## src/common/wdt_pkg.sv

```systemverilog
// Shared constants, field layouts and types for the windowed watchdog
package wdt_pkg;

   // ----------------------------------------------------------------
   // APB register map (byte addresses)
   // ----------------------------------------------------------------
   localparam logic [7:0] WDT_ADDR_CFG = 8'h00;
   localparam logic [7:0] WDT_ADDR_STATUS = 8'h04;
   localparam logic [7:0] WDT_ADDR_COUNT = 8'h08;

   // ----------------------------------------------------------------
   // Field positions
   // ----------------------------------------------------------------
   // Configuration word
   localparam int WDT_CFG_POST_LSB = 0;
   localparam int WDT_CFG_POST_W = 4;
   localparam int WDT_CFG_PRE_BIT = 4;
   localparam int WDT_CFG_WINDOW_DISABLE_BIT = 6;
   localparam int WDT_CFG_ALWAYS_BIT = 7;
   // Reset control status word
   localparam int WDT_ST_IDLE_BIT = 2;
   localparam int WDT_ST_SLEEP_BIT = 3;
   localparam int WDT_ST_TIMEOUT_BIT = 4;
   localparam int WDT_ST_SOFT_EN_BIT = 5;

   // ----------------------------------------------------------------
   // Timing: prescaler periods in low-power RC oscillator cycles
   // ----------------------------------------------------------------
   localparam int WDT_LOW_POWER_RC_OSC_FREQ_HZ = 32000;
   localparam int WDT_PRE_TIME_LO_US = 1000;
   localparam int WDT_PRE_TIME_HI_US = 4000;
   localparam int WDT_PRE_DIV_LO = WDT_LOW_POWER_RC_OSC_FREQ_HZ / 1000 * WDT_PRE_TIME_LO_US / 1000;
   localparam int WDT_PRE_DIV_HI = WDT_LOW_POWER_RC_OSC_FREQ_HZ / 1000 * WDT_PRE_TIME_HI_US / 1000;
   // Shift from postscale code to quarter-period exponent, per prescaler
   localparam logic [4:0] WDT_QTR_SHIFT_LO = 5'd3;
   localparam logic [4:0] WDT_QTR_SHIFT_HI = 5'd5;

   // ----------------------------------------------------------------
   // Counter widths
   // ----------------------------------------------------------------
   localparam int WDT_PRE_W = 7;
   localparam int WDT_POST_W = 15;
   localparam int WDT_ELAPSED_W = 22;

   // ----------------------------------------------------------------
   // Types
   // ----------------------------------------------------------------
   // Watchdog configuration word
   typedef struct packed {
      logic always_on_cfg;
      logic window_disable;
      logic prescale_select;
      logic [3:0] postscale_select;
   } wdt_cfg_t;

   // Requests from the processor core and reset/clock logic
   typedef struct packed {
      logic wd_clear_instr;
      logic power_save_instr;
      logic power_save_idle;
      logic clk_switch_done;
      logic device_reset;
      logic wake_other;
   } wdt_core_req_t;

   // Power state seen by the watchdog
   typedef enum logic [2:0] {
      WDT_ST_RUN = 3'b001,
      WDT_ST_SLEEP = 3'b010,
      WDT_ST_IDLE = 3'b100
   } wdt_state_t;

   // Unprogrammed configuration reads as ones
   localparam wdt_cfg_t WDT_CFG_RESET = '{1'b1, 1'b1, 1'b1, 4'hf};

endpackage

```

## src/rtl/wdt_tick_sync.sv

```systemverilog
// Synchroniser and edge detector turning the RC oscillator into ticks
`timescale 1ns/1ns
`default_nettype none
module wdt_tick_sync (
   input wire logic clock_i,
   input wire logic reset_n_i,
   input wire logic low_power_rc_osc_clk_i,
   output logic tick_o
);

   // ----------------------------------------------------------------
   // Two-flop synchroniser, then a rising edge detector
   // ----------------------------------------------------------------
   logic meta_reg; // First stage, read only by the second
   logic sync_reg; // Safe copy of the oscillator level
   logic prev_reg; // Last safe level, for edge detection

   // Oscillator is asynchronous to the system clock
   always_ff @(posedge clock_i or negedge reset_n_i)
   begin
      if (!reset_n_i)
      begin
         meta_reg <= 1'b0;
         sync_reg <= 1'b0;
         prev_reg <= 1'b0;
         tick_o <= 1'b0;
      end
      else
      begin
         meta_reg <= low_power_rc_osc_clk_i;
         sync_reg <= meta_reg;
         prev_reg <= sync_reg;
         tick_o <= sync_reg & ~prev_reg;
      end
   end

endmodule
`default_nettype wire

```

## src/rtl/wdt_windowed.sv

```systemverilog
// Windowed watchdog timer with APB registers and power-save wake-up
//
// ----------------------------------------------------------------
// ----------------------------------------------------------------
//
// Chosen here: the register offsets and the APB register port.
`timescale 1ns/1ns
`default_nettype none
module wdt_windowed
   import wdt_pkg::*;
(
   input wire logic clock_i,
   input wire logic reset_n_i,
   input wire logic low_power_rc_osc_clk_i,
   input wire wdt_core_req_t core_req_i,
   input wire logic [7:0] paddr_i,
   input wire logic psel_i,
   input wire logic penable_i,
   input wire logic pwrite_i,
   input wire logic [31:0] pwdata_i,
   output logic [31:0] prdata_o,
   output logic pready_o,
   output logic pslverr_o,
   output logic wdt_reset_o,
   output logic wake_o,
   output logic low_power_rc_osc_enable_o
);

   // ----------------------------------------------------------------
   // Declarations
   // ----------------------------------------------------------------
   wdt_cfg_t cfg_reg; // Configuration word
   wdt_state_t state_reg; // Run, sleep or idle
   logic soft_wd_enable_reg; // Software enable
   logic timeout_flag_reg; // Sticky time-out flag
   logic sleep_flag_reg; // Sticky sleep flag
   logic idle_flag_reg; // Sticky idle flag
   logic [WDT_PRE_W-1:0] pre_cnt_reg; // Prescaler count
   logic [WDT_POST_W-1:0] post_cnt_reg; // Postscaler count
   logic tick; // One pulse per oscillator cycle
   logic wd_active; // Watchdog enabled
   logic [WDT_PRE_W-1:0] pre_lim; // Last prescaler count
   logic [WDT_POST_W-1:0] post_lim; // Last postscaler count
   logic pre_term; // Prescaler at its last count
   logic post_term; // Postscaler at its last count
   logic expire; // Full period elapsed on this tick
   logic [WDT_ELAPSED_W-1:0] elapsed; // Ticks since restart
   logic [WDT_ELAPSED_W-1:0] win_start; // First tick of last quarter
   logic early_clear; // Clear before the window opens
   logic trip; // Watchdog device reset request
   logic power_save_instr_take; // Power-save entry accepted
   logic ps_exit; // Leaving sleep or idle
   logic restart; // Clear all counts
   logic apb_setup; // First access cycle, answer computed
   logic apb_wr; // Write completes at this edge
   logic st_wr; // Write to status completes
   logic cfg_wr; // Write to configuration completes
   logic [31:0] rd_data; // Read mux
   logic rd_err; // Unmapped address

   // ----------------------------------------------------------------
   // Oscillator ticks
   // ----------------------------------------------------------------
   // Counting is on oscillator edges, never on raw system cycles
   wdt_tick_sync u_tick_sync (
      .clock_i(clock_i),
      .reset_n_i(reset_n_i),
      .low_power_rc_osc_clk_i(low_power_rc_osc_clk_i),
      .tick_o(tick)
   );

   // ----------------------------------------------------------------
   // Period decode and window check
   // ----------------------------------------------------------------
   // Enable: configuration bit dominates the software bit
   assign wd_active = cfg_reg.always_on_cfg | soft_wd_enable_reg;
   // Prescaler length, one means the long setting
   assign pre_lim = cfg_reg.prescale_select ? WDT_PRE_W'(WDT_PRE_DIV_HI - 1)
                                            : WDT_PRE_W'(WDT_PRE_DIV_LO - 1);
   // Postscaler ratio is a power of two of the code
   assign post_lim = WDT_POST_W'((32'h1 << cfg_reg.postscale_select) - 32'h1);
   assign pre_term = (pre_cnt_reg == pre_lim);
   assign post_term = (post_cnt_reg == post_lim);
   // Period is the product of both ratios in oscillator ticks
   assign expire = tick & wd_active & pre_term & post_term;
   // Ticks so far, packing the postscaler above the prescaler
   assign elapsed = cfg_reg.prescale_select ? {post_cnt_reg, pre_cnt_reg}
                                            : {2'b00, post_cnt_reg, pre_cnt_reg[4:0]};
   // Three quarters of the period, where the clear window opens
   assign win_start = WDT_ELAPSED_W'(32'h3 << (cfg_reg.postscale_select
      + (cfg_reg.prescale_select ? WDT_QTR_SHIFT_HI : WDT_QTR_SHIFT_LO)));
   // Only an enabled, windowed watchdog punishes an early clear
   assign early_clear = (state_reg == WDT_ST_RUN) & core_req_i.wd_clear_instr & wd_active
                        & ~cfg_reg.window_disable & (elapsed < win_start);
   // Device reset comes from a running time-out or an early clear
   assign trip = ((state_reg == WDT_ST_RUN) & expire) | early_clear;
   assign power_save_instr_take = (state_reg == WDT_ST_RUN) & core_req_i.power_save_instr & ~trip;
   assign ps_exit = (state_reg != WDT_ST_RUN) & (expire | core_req_i.wake_other);

   // ----------------------------------------------------------------
   // Counter restart
   // ----------------------------------------------------------------
   // A configuration write also restarts, so no count overshoots its limit
   assign restart = core_req_i.device_reset | core_req_i.clk_switch_done | power_save_instr_take
                    | ps_exit | trip | ~wd_active | cfg_wr
                    | ((state_reg == WDT_ST_RUN) & core_req_i.wd_clear_instr);

   // ----------------------------------------------------------------
   // Prescaler and postscaler
   // ----------------------------------------------------------------
   // Counts in every power state while enabled
   always_ff @(posedge clock_i or negedge reset_n_i)
   begin
      if (!reset_n_i)
      begin
         pre_cnt_reg <= '0;
         post_cnt_reg <= '0;
      end
      else if (restart)
      begin
         pre_cnt_reg <= '0;
         post_cnt_reg <= '0;
      end
      else if (tick)
      begin
         if (pre_term)
         begin
            pre_cnt_reg <= '0;
            post_cnt_reg <= post_term ? '0 : post_cnt_reg + 1'b1;
         end
         else
         begin
            pre_cnt_reg <= pre_cnt_reg + 1'b1;
         end
      end
   end

   // ----------------------------------------------------------------
   // Power state
   // ----------------------------------------------------------------
   // Tracks sleep and idle so a time-out there wakes instead of resetting
   always_ff @(posedge clock_i or negedge reset_n_i)
   begin
      if (!reset_n_i)
         state_reg <= WDT_ST_RUN;
      else if (core_req_i.device_reset)
         state_reg <= WDT_ST_RUN;
      else
      begin
         case (state_reg)
            WDT_ST_RUN:
            begin
               if (power_save_instr_take)
                  state_reg <= core_req_i.power_save_idle ? WDT_ST_IDLE : WDT_ST_SLEEP;
            end
            WDT_ST_SLEEP, WDT_ST_IDLE:
            begin
               if (ps_exit)
                  state_reg <= WDT_ST_RUN;
            end
            default:
               state_reg <= WDT_ST_RUN;
         endcase
      end
   end

   // ----------------------------------------------------------------
   // Event outputs
   // ----------------------------------------------------------------
   // Reset and wake are one-cycle pulses, the oscillator enable is a level; the core resumes after its power-save instruction
   always_ff @(posedge clock_i or negedge reset_n_i)
   begin
      if (!reset_n_i)
      begin
         wdt_reset_o <= 1'b0;
         wake_o <= 1'b0;
         low_power_rc_osc_enable_o <= 1'b0;
      end
      else
      begin
         wdt_reset_o <= trip;
         wake_o <= (state_reg != WDT_ST_RUN) & expire & ~core_req_i.device_reset;
         low_power_rc_osc_enable_o <= wd_active;
      end
   end

   // ----------------------------------------------------------------
   // Status bits
   // ----------------------------------------------------------------
   // Writing zero clears a flag; a set in the same cycle wins
   always_ff @(posedge clock_i or negedge reset_n_i)
   begin
      if (!reset_n_i)
      begin
         soft_wd_enable_reg <= 1'b0;
         timeout_flag_reg <= 1'b0;
         sleep_flag_reg <= 1'b0;
         idle_flag_reg <= 1'b0;
      end
      else
      begin
         // Our own trip is a device reset too
         if (core_req_i.device_reset | trip)
            soft_wd_enable_reg <= 1'b0;
         else if (st_wr)
            soft_wd_enable_reg <= pwdata_i[WDT_ST_SOFT_EN_BIT];
         if (expire | early_clear)
            timeout_flag_reg <= 1'b1;
         else if (st_wr & ~pwdata_i[WDT_ST_TIMEOUT_BIT])
            timeout_flag_reg <= 1'b0;
         // Wake-up leaves these set for software
         if (power_save_instr_take & ~core_req_i.power_save_idle)
            sleep_flag_reg <= 1'b1;
         else if (st_wr & ~pwdata_i[WDT_ST_SLEEP_BIT])
            sleep_flag_reg <= 1'b0;
         if (power_save_instr_take & core_req_i.power_save_idle)
            idle_flag_reg <= 1'b1;
         else if (st_wr & ~pwdata_i[WDT_ST_IDLE_BIT])
            idle_flag_reg <= 1'b0;
      end
   end

   // ----------------------------------------------------------------
   // APB slave
   // ----------------------------------------------------------------
   // One wait state: pready rises in the second access cycle
   assign apb_setup = psel_i & penable_i & ~pready_o;
   assign apb_wr = psel_i & penable_i & pready_o & pwrite_i;
   assign st_wr = apb_wr & (paddr_i == WDT_ADDR_STATUS);
   assign cfg_wr = apb_wr & (paddr_i == WDT_ADDR_CFG);

   // Read mux; unused upper bits read zero
   always_comb
   begin
      rd_data = 32'h0;
      rd_err = 1'b0;
      case (paddr_i)
         WDT_ADDR_CFG:
         begin
            rd_data[WDT_CFG_ALWAYS_BIT] = cfg_reg.always_on_cfg;
            rd_data[WDT_CFG_WINDOW_DISABLE_BIT] = cfg_reg.window_disable;
            rd_data[WDT_CFG_PRE_BIT] = cfg_reg.prescale_select;
            rd_data[WDT_CFG_POST_LSB +: WDT_CFG_POST_W] = cfg_reg.postscale_select;
         end
         WDT_ADDR_STATUS:
         begin
            rd_data[WDT_ST_SOFT_EN_BIT] = soft_wd_enable_reg;
            rd_data[WDT_ST_TIMEOUT_BIT] = timeout_flag_reg;
            rd_data[WDT_ST_SLEEP_BIT] = sleep_flag_reg;
            rd_data[WDT_ST_IDLE_BIT] = idle_flag_reg;
         end
         WDT_ADDR_COUNT:
            rd_data[WDT_ELAPSED_W-1:0] = elapsed;
         default:
            rd_err = 1'b1;
      endcase
   end

   // Answer registers, valid only while pready is high
   always_ff @(posedge clock_i or negedge reset_n_i)
   begin
      if (!reset_n_i)
      begin
         pready_o <= 1'b0;
         prdata_o <= 32'h0;
         pslverr_o <= 1'b0;
      end
      else
      begin
         pready_o <= apb_setup;
         prdata_o <= (apb_setup & ~pwrite_i) ? rd_data : 32'h0;
         pslverr_o <= apb_setup & rd_err;
      end
   end

   // Configuration word, steering the counters
   always_ff @(posedge clock_i or negedge reset_n_i)
   begin
      if (!reset_n_i)
         cfg_reg <= WDT_CFG_RESET;
      else if (cfg_wr)
         cfg_reg <= '{pwdata_i[WDT_CFG_ALWAYS_BIT], pwdata_i[WDT_CFG_WINDOW_DISABLE_BIT],
                      pwdata_i[WDT_CFG_PRE_BIT],
                      pwdata_i[WDT_CFG_POST_LSB +: WDT_CFG_POST_W]};
   end

   // ----------------------------------------------------------------
   // Assertions
   // ----------------------------------------------------------------
   a_low_power_rc_osc_enable_follow: assert property (@(posedge clock_i) disable iff (!reset_n_i)
      (cfg_reg.always_on_cfg | soft_wd_enable_reg) |=> low_power_rc_osc_enable_o)
      else $error("oscillator not enabled while watchdog enabled");

   a_pre_short_limit: assert property (@(posedge clock_i) disable iff (!reset_n_i)
      !cfg_reg.prescale_select |-> pre_cnt_reg <= 7'd31)
      else $error("short prescaler exceeded 32 counts");

   a_clear_restarts: assert property (@(posedge clock_i) disable iff (!reset_n_i)
      (state_reg == WDT_ST_RUN && core_req_i.wd_clear_instr)
      |=> (pre_cnt_reg == 7'd0 && post_cnt_reg == 15'd0))
      else $error("clear did not restart counts");

   a_power_save_instr_enters: assert property (@(posedge clock_i) disable iff (!reset_n_i)
      (power_save_instr_take && !core_req_i.device_reset)
      |=> (state_reg != WDT_ST_RUN && pre_cnt_reg == 7'd0 && post_cnt_reg == 15'd0))
      else $error("power-save entry did not restart");

   a_window_early: assert property (@(posedge clock_i) disable iff (!reset_n_i)
      early_clear |=> (wdt_reset_o && timeout_flag_reg))
      else $error("early clear did not reset device");

   a_run_timeout: assert property (@(posedge clock_i) disable iff (!reset_n_i)
      (state_reg == WDT_ST_RUN && expire) |=> (wdt_reset_o && timeout_flag_reg && !wake_o))
      else $error("run time-out did not reset device");

   a_sleep_wakes: assert property (@(posedge clock_i) disable iff (!reset_n_i)
      (state_reg != WDT_ST_RUN && expire && !core_req_i.device_reset)
      |=> (wake_o && !wdt_reset_o && state_reg == WDT_ST_RUN))
      else $error("power-save time-out did not wake");

   a_flags_after_wake: assert property (@(posedge clock_i) disable iff (!reset_n_i)
      (state_reg == WDT_ST_SLEEP && sleep_flag_reg && expire && !st_wr) |=> sleep_flag_reg)
      else $error("sleep flag lost at wake-up");

   a_timeout_sticky: assert property (@(posedge clock_i) disable iff (!reset_n_i)
      (timeout_flag_reg && !st_wr) |=> timeout_flag_reg)
      else $error("time-out flag dropped without software");

   a_soft_en_reset: assert property (@(posedge clock_i) disable iff (!reset_n_i)
      core_req_i.device_reset |=> !soft_wd_enable_reg)
      else $error("device reset left software enable set");

   a_disabled_held: assert property (@(posedge clock_i) disable iff (!reset_n_i)
      !wd_active |=> (pre_cnt_reg == 7'd0 && post_cnt_reg == 15'd0 && !wdt_reset_o))
      else $error("disabled watchdog counted");

endmodule
`default_nettype wire

```

## config.mk

```make
export PLATFORM = sky130hd
export DESIGN_NAME = wdt_windowed
export DESIGN_NICKNAME = d
export VERILOG_FILES = /design/src/common/wdt_pkg.sv /design/src/rtl/wdt_tick_sync.sv /design/src/rtl/wdt_windowed.sv
export SDC_FILE = /design/constraint.sdc
export NUM_CORES = 1
export LEC_CHECK = 0
export BUFFER_PORTS_ARGS = -buffer_cell sky130_fd_sc_hd__clkbuf_2
export CORE_AREA = 4 4 97 99
export CTS_BUF_LIST = sky130_fd_sc_hd__clkbuf_4
export CTS_CLUSTER_SIZE = 25
export DETAILED_ROUTE_END_ITERATION = 12
export DIE_AREA = 0 0 101 103
export PLACE_DENSITY = 0.78
export SLEW_MARGIN = 20
export SYNTH_ARGS = -nofsm -noshare
export SYNTH_HDL_FRONTEND = slang
export SYNTH_SLANG_ARGS = --single-unit
```

## constraint.sdc

```tcl
create_clock -name clock_i -period 8.7 [get_ports clock_i]
set_input_delay 0.435 -clock clock_i [delete_from_list [all_inputs] [get_ports clock_i]]
set_output_delay 0.435 -clock clock_i [all_outputs]
set_load 0.1 [all_outputs]
```

; ---- Word-level counts from Yosys, hierarchy flattened
; Index checks and enable logic that the tools add are counted.
[word_totals]
ff_bits = 67
inputBits = 52
output_inout_bits = 37
word_cells = 129
[op_classes]
addsub = 4
order_cmp = 1
n_eq_ne = 10
shifts = 2
muxes = 30
n_bitwise = 50
n_reduce_logical = 11
[ops]
columns = cell, count
row1 = $mux 15, 4
row2 = $mux 22, 2
row3 = $mux 7, 4
row4 = $and 1x1->1, 27
row5 = $lt 22x22->1, 1
row6 = $shl 2x5->22 const A, 1
row7 = $add 15x1->15 const B, 1
row8 = $eq 15x15->1, 1
row9 = $mux 3, 5
row10 = $shl 1x4->15 const A, 1
row11 = $sub 15x1->15 const B, 1
row12 = $mux 14, 1
row13 = $or 1x1->1, 12
row14 = $reduce_bool 2->1, 6
row15 = $not 1->1, 11
row16 = $mux 1, 9
row17 = $pmux 3 s3, 1
row18 = $eq 8x3->1 const B, 1
row19 = $eq 8x4->1 const B, 1
row20 = $logic_not 8->1, 1
row21 = $pmux 2 s2, 2
row22 = $add 7x1->7 const B, 1
row23 = $eq 7x7->1, 1
row24 = $ne 3x3->1 const B, 2
row25 = other kinds (10), 11

; ---- Depth between registers and ports, before layout
[logic_depth]
word_depth = 16
depth_mapped = 19
depth_no_buf = 16

; ---- Cells and area by module
; Synthesis repeated with hierarchy kept, for this count alone.
[hier_totals]
hier_cells = 540
hier_area_um2 = 4762.1
[modules_own_cells]
columns = module, n_inst, cells_per_inst, area_each_um2, seq_area_each_um2
row1 = wdt_windowed, 1, 535, 4648.2, 1586.5
row2 = wdt_tick_sync, 1, 5, 113.9, 100.1

; ---- Least setup slack after synthesis
; No wires, ideal clock.
[synth_path]
path_kind = flip-flop to flip-flop
start = register cfg_reg[4] (netlist name)
end = register post_cnt_reg[9]
setup_ps = 119
t_arrival_ps = 3902
required_ps = 8581
path_slack_ps = 4678
path_stages_with_launch = 19
n_path_buf = 3
synth_period_minus_slack_ps = 4022
path_cell_list = dfstp_2 buf_6 clkbuf_1 inv_1 ha_1 a21o_1 a21oi_1 xnor2_1 nand2_1 or3_1 ha_1 a21oi_1 o21ai_0 a2111oi_0 o2111ai_1 a21o_1 nand4_4 buf_6 nor2_1
[synth_via]
elab_chain_cells = 16
elab_cells_between_ends = 26
cone_classes = add/sub: 1 / order compare: 1 / eq/ne: 1 / shift: 1 / mux: 4 / bitwise: 15 / reduce/logical: 3
[synth_rtl]
columns = item, line_no
row1 = "start, declared", wdt_windowed.sv:32  ; wdt_cfg_t cfg_reg;
row2 = "start signal, assigned", wdt_windowed.sv:282  ; cfg_reg <= '{pwdata_i[WDT_CFG_ALWAYS_BIT], pwdata_i[WDT_CFG_WINDOW_DISABLE_BIT],
row3 = $mux 3 / $mux 7 (equally long branches), "wdt_windowed.sv:91, wdt_windowed.sv:78"
row4 = $add 4x3->5 / $eq 7x7->1 (equally long branches), "wdt_windowed.sv:91, wdt_windowed.sv:82"
row5 = $shl 2x5->22 / $and 1x1->1 (equally long branches), "wdt_windowed.sv:90, wdt_windowed.sv:85"
row6 = $lt 22x22->1 / $and 1x1->1 (equally long branches), "wdt_windowed.sv:94, wdt_windowed.sv:85"
row7 = "$and 1x1->1, on equally long branches", "wdt_windowed.sv:94, wdt_windowed.sv:96"
row8 = $or 1x1->1, wdt_windowed.sv:96  ; assign trip = ((state_reg == WDT_ST_RUN) & expire) | early_clear;
row9 = $not 1->1, wdt_windowed.sv:97  ; assign power_save_instr_take = (state_reg == WDT_ST_RUN) & core_req_i.power_save_instr & ~trip;
row10 = $and 1x1->1, wdt_windowed.sv:97
row11 = $or 1x1->1, wdt_windowed.sv:104  ; assign restart = core_req_i.device_reset | core_req_i.clk_switch_done | power_save_instr_take
row12 = $or 1x1->1 (4 in a row), wdt_windowed.sv:105  ; | ps_exit | trip | ~wd_active | cfg_wr
row13 = $or 1x1->1, wdt_windowed.sv:106  ; | ((state_reg == WDT_ST_RUN) & core_req_i.wd_clear_instr);
row14 = $reduce_bool 2->1 (no line), n/a
row15 = $reduce_and 2->1 (no line), n/a
row16 = "end signal, assigned", wdt_windowed.sv:129  ; post_cnt_reg <= post_term ? '0 : post_cnt_reg + 1'b1;
row17 = "end, declared", wdt_windowed.sv:39  ; logic [WDT_POST_W-1:0] post_cnt_reg;
; Parallel ways exist; a longest one is shown, timed or not.
; A chain may end at the register's enable or synchronous reset.

; ---- Worst setup path after layout
[layout_path]
start = register cfg_reg[4] (netlist name)
end = register pre_cnt_reg[4]
[layout_via]
elab_chain_cells = 15
elab_cells_between_ends = 26
cone_classes = add/sub: 1 / order compare: 1 / eq/ne: 1 / shift: 1 / mux: 6 / bitwise: 15 / reduce/logical: 1
[layout_rtl]
columns = item, line_no
row1 = $mux 3 / $mux 7 (equally long branches), "wdt_windowed.sv:91, wdt_windowed.sv:78"
row2 = $add 4x3->5 / $eq 7x7->1 (equally long branches), "wdt_windowed.sv:91, wdt_windowed.sv:82"
row3 = $shl 2x5->22 / $and 1x1->1 (equally long branches), "wdt_windowed.sv:90, wdt_windowed.sv:85"
row4 = $lt 22x22->1 / $and 1x1->1 (equally long branches), "wdt_windowed.sv:94, wdt_windowed.sv:85"
row5 = "$and 1x1->1, on equally long branches", "wdt_windowed.sv:94, wdt_windowed.sv:96"
row6 = $or 1x1->1, wdt_windowed.sv:96
row7 = $not 1->1, wdt_windowed.sv:97
row8 = $and 1x1->1, wdt_windowed.sv:97
row9 = $or 1x1->1, wdt_windowed.sv:104
row10 = $or 1x1->1 (4 in a row), wdt_windowed.sv:105
row11 = $or 1x1->1, wdt_windowed.sv:106
row12 = $mux 7 / $reduce_bool 2->1 (equally long branches), n/a
row13 = "end signal, assigned", wdt_windowed.sv:133  ; pre_cnt_reg <= pre_cnt_reg + 1'b1;
row14 = "end, declared", wdt_windowed.sv:38  ; logic [WDT_PRE_W-1:0] pre_cnt_reg;
; Parallel ways exist; a longest one is shown, timed or not. The select of a mux whose other input is x is not followed.

==> summary.md <==
| Metric | Value |
|---|---|
| Initial DRC count | 328 |
| Largest family of logic cells by synthesized area | simple AND/OR/NAND/NOR gates |
| Syn Inst Count | 515 |
| Chip width | 101 um |
| Largest net degree at the start of global routing | between 60 and 70 |
| Worst Path Arrival | 4.95 ns |
| CP max FO | 27 |
| Synthesized flop and latch total | 67 |
| CTS max path bufs | 2 |
| Number of library cell types mapped by synthesis | 64 |
| Clk_lat worst skew | about 0.42 ns |
| Num Clock Sinks | between 60 and 70 |
| Detail Route Antenna Nets | 0 |
| Worst-margin pin slew | 0.8386 ns |
| Synth-to-layout area growth | 9.799% |
| DRC | 0 |
| Core ar. | 0.008551 sq mm |
| Vias in the first global route | 3721 |
| Leakage power | 2.356 nW |
| Postcts setup bufs | 0 |
| Mux contribution to synthesized area | 0.06451 |
| VDD IR max | 0.00007073 V |
| Post-Layout Cell Count | 665 |
| Max FFs per register | 22 |
| Clock skew | around 0.024 ns |
| Critical path class | flip-flop to flip-flop |
| Synth Area in Compound Gates | 0.1358 |
| # rows | 34 |
| Mean Syn Cell Area | 8.926 sq um |
| Aggregate global-route resource usage | 0.2167 |
| Hold_buf cts | 0 |
| Clock-pin transition on the worst setup and hold timing paths | 0.12 ns |
| PostCTS Resize Cnt | 0 |
| Slew Limit Fails | 0 |
| Area contributors post-synth | dfrtp_1 32%, ha_1 7.6%, mux2_2 5.1% |
| Die height | 103 um |
| Psw | 0.1641 mW |
| Post-synth EDFFs | 0 |
| Layout Nets | 633 |
| Commonest non-fill, non-tap cell in the layout | nor2_1 |
| Global-route wire length before repair | 17920 um |
| Yosys top cell by area | dfrtp_1 |
| WL final | 10950 um |
| Post-Synth Adder-Cell Area | 0.08057 |
| Min Hold Slack | between 0.1 and 0.15 ns |
| Vias/cell | slightly below 6 |
| Pwr per Cell Area | 132.7 mW/mm^2 |
| Post-layout min period | 4.618 ns |
| Placer's final routability congestion estimate | roughly 0.97 |
| PortBufs | 54 |
| Most frequent cells in the layout | 63 x nor2_1, 59 x dfrtp_1, 53 x nand2_1, 53 x clkbuf_2, 28 x ha_1 |
| Mapped Area | 0.004597 sq mm |
| Crit path capture type | flip-flop |
| Top_reg_cell synth | dfrtp_1 |
| Combinational Power Share | 0.085 |
| Num CTS Buffers | 9 |
| Initial core utilization | 0.5376 |
| Status | finished clean |
| Area share of xor/xnor cells in the synthesized design | 0.04954 |
| Achievable frequency | 216.5 MHz |
| Max-Cap Viols | 0 |
| Fraction of the mapped netlist area in simple logic gates | 0.2414 |
| Layout cells sized above 1 | 0.2101 |
| Diode count | 0 |
| Total Die Area | between 0.01 and 0.015 sq mm |
| Worst slew margin | 0.4409 |
| Hpwl dp | 7944 um |
| Flop pwr share | 0.472 |
| Final Hold Fails | 0 |
| Sw Ratio | 0.2449 |
| Initial antenna violation count | 0 |
| Grt total ovfl | 0 |
| P_int | 0.5059 mW |
| H-tree depth | 3 |
| Place WS | roughly 4.1 ns |
| Final setup violation count | 0 |
| DR vias | a little under 4000 |
| Final worst slack | 4.082 ns |
| Fraction of the yosys area taken by sequential cells | 0.3669 |
| Post-synth ARST share | 1.000 |
| RSZ-0062 raised after global routing | no |
| TritonCTS clock tree | built |
| Avg WL per Cell | 16.47 um |
| Setup crit start kind | flip-flop |
| Tot Pwr | 0.6699 mW |
| 1st-pass router iterations | 5 |
| Share of total power in the clock network | 0.443 |
| YS warnings | 0 |
| I/O pins | 89 |
| Share of the synthesized area in the top cell type | 0.3212 |
| Root Driver | clkbuf_4 |
| Critical path required time | 9.03 ns |
| Path category of the worst min-delay check | input pin to flip-flop |
| Final worst path period share | 0.5309 |
| Setup TNS Final | 0 ns |
| Placed insts | 649 |
## power groups by stage
stage	Sequential [mW]	Clock, mW	Combinational, mW
finish	0.317	0.297	0.0567
floorplan	0.325	0	0.0388
CTS	0.317	0.304	0.0567
global route	0.317	0.318	0.0615
detailed placement	0.322	0	0.0566
global placement	0.322	0	0.0556
## cell usage after synthesis (all sizes together), types with 4 or more instances
cell type  instances
a22oi              4
clkbuf            20
nand2             53
ha                28
mux2              21
inv               16
nand3             17
xor2              10
o21ai             22
nor3              10
a21oi             25
xnor2             16
nand2b             4
or3                8
mux2i              6
o211ai             6
a211oi             4
dfstp              8
and2               4
a21o               6
nor2b              9
buf               19
nor2              63
and3              23
dfrtp             59
nand4              9
nor4               4
## final timing paths
path                                                startpoint                        endpoint  slack, ns  cells past startpoint
worst max-delay path                    cfg_reg[4]$_DFFE_PN1P_      pre_cnt_reg[4]$_DFFE_PN0P_       4.08                     15
worst min-delay path                    low_power_rc_osc_clk_i  u_tick_sync.meta_reg$_DFF_PN0_       0.14                      1
worst max register to register          cfg_reg[4]$_DFFE_PN1P_      pre_cnt_reg[4]$_DFFE_PN0P_       4.08                     15
worst min register to register  u_tick_sync.meta_reg$_DFF_PN0_  u_tick_sync.sync_reg$_DFF_PN0_       0.36                      0
max in group asynchronous                            reset_n_i  u_tick_sync.sync_reg$_DFF_PN0_       7.94                      2
min in group asynchronous                            reset_n_i          prdata_o[10]$_DFF_PN0_       0.18                      2
## per-layer routing
metal | part of all wire | vias up | global-route usage | wire, um
met4 | 0.028 | 0 | 0.09305 | 303
met3 | 0.072 | 32 | 0.04127 | 784
met5 | 0 | - | 0 | 0
met2 | 0.48 | 170 | 0.3585 | 5278
li1 | - | 1870 | - | -
met1 | 0.42 | 1873 | 0.2782 | 4587
## cell families after synthesis
group | count (synthesis)
AO/OA/AOI/OAI | 92
XOR/XNOR | 26
AND/OR/NAND/NOR | 218
multiplexers | 27
buffers and inverters | 55
other | 1
adder cells (fa/ha/maj) | 29
flip-flops | 67
## area by class of cell
| class | instances | area (sq um) |
|---|---|---|
| Sequential cell | 67 | 1687 |
| Inverter | 16 | 60.06 |
| Clock buffer | 10 | 75.07 |
| Fill cell | 723 | 3503 |
| Clock inverter | 6 | 136.4 |
| Multi-Input combinational cell | 402 | 2669 |
| Timing Repair Buffer | 56 | 285.3 |
| Tap cell | 108 | 135.1 |
## worst max-delay path, stage by stage (launching register included)
cell and delay (ns):
dfstp_2 0.88, inv_1 0.09, ha_1 0.33, a21o_1 0.19, a21oi_1 0.35, xnor2_1 0.23, nand2_1 0.17, or3_1 0.35
ha_1 0.30, a21oi_1 0.06, o21ai_0 0.28, nor2_1 0.10, a211oi_1 0.26, a21o_1 0.34, nand4_4 0.38, nor2_1 0.20
## metrics by stage
stage | area [sq um] | util
4_1_cts | 5045 | 0.5900
3_5_place_dp | 4833 | 0.5653
2_1_floorplan | 4631 | -
6_report | 5047 | 0.5903
5_1_grt | 5047 | 0.5903
3_3_place_gp | 4833 | 0.5653
No activity file was read; power rests on OpenSTA's default activity.
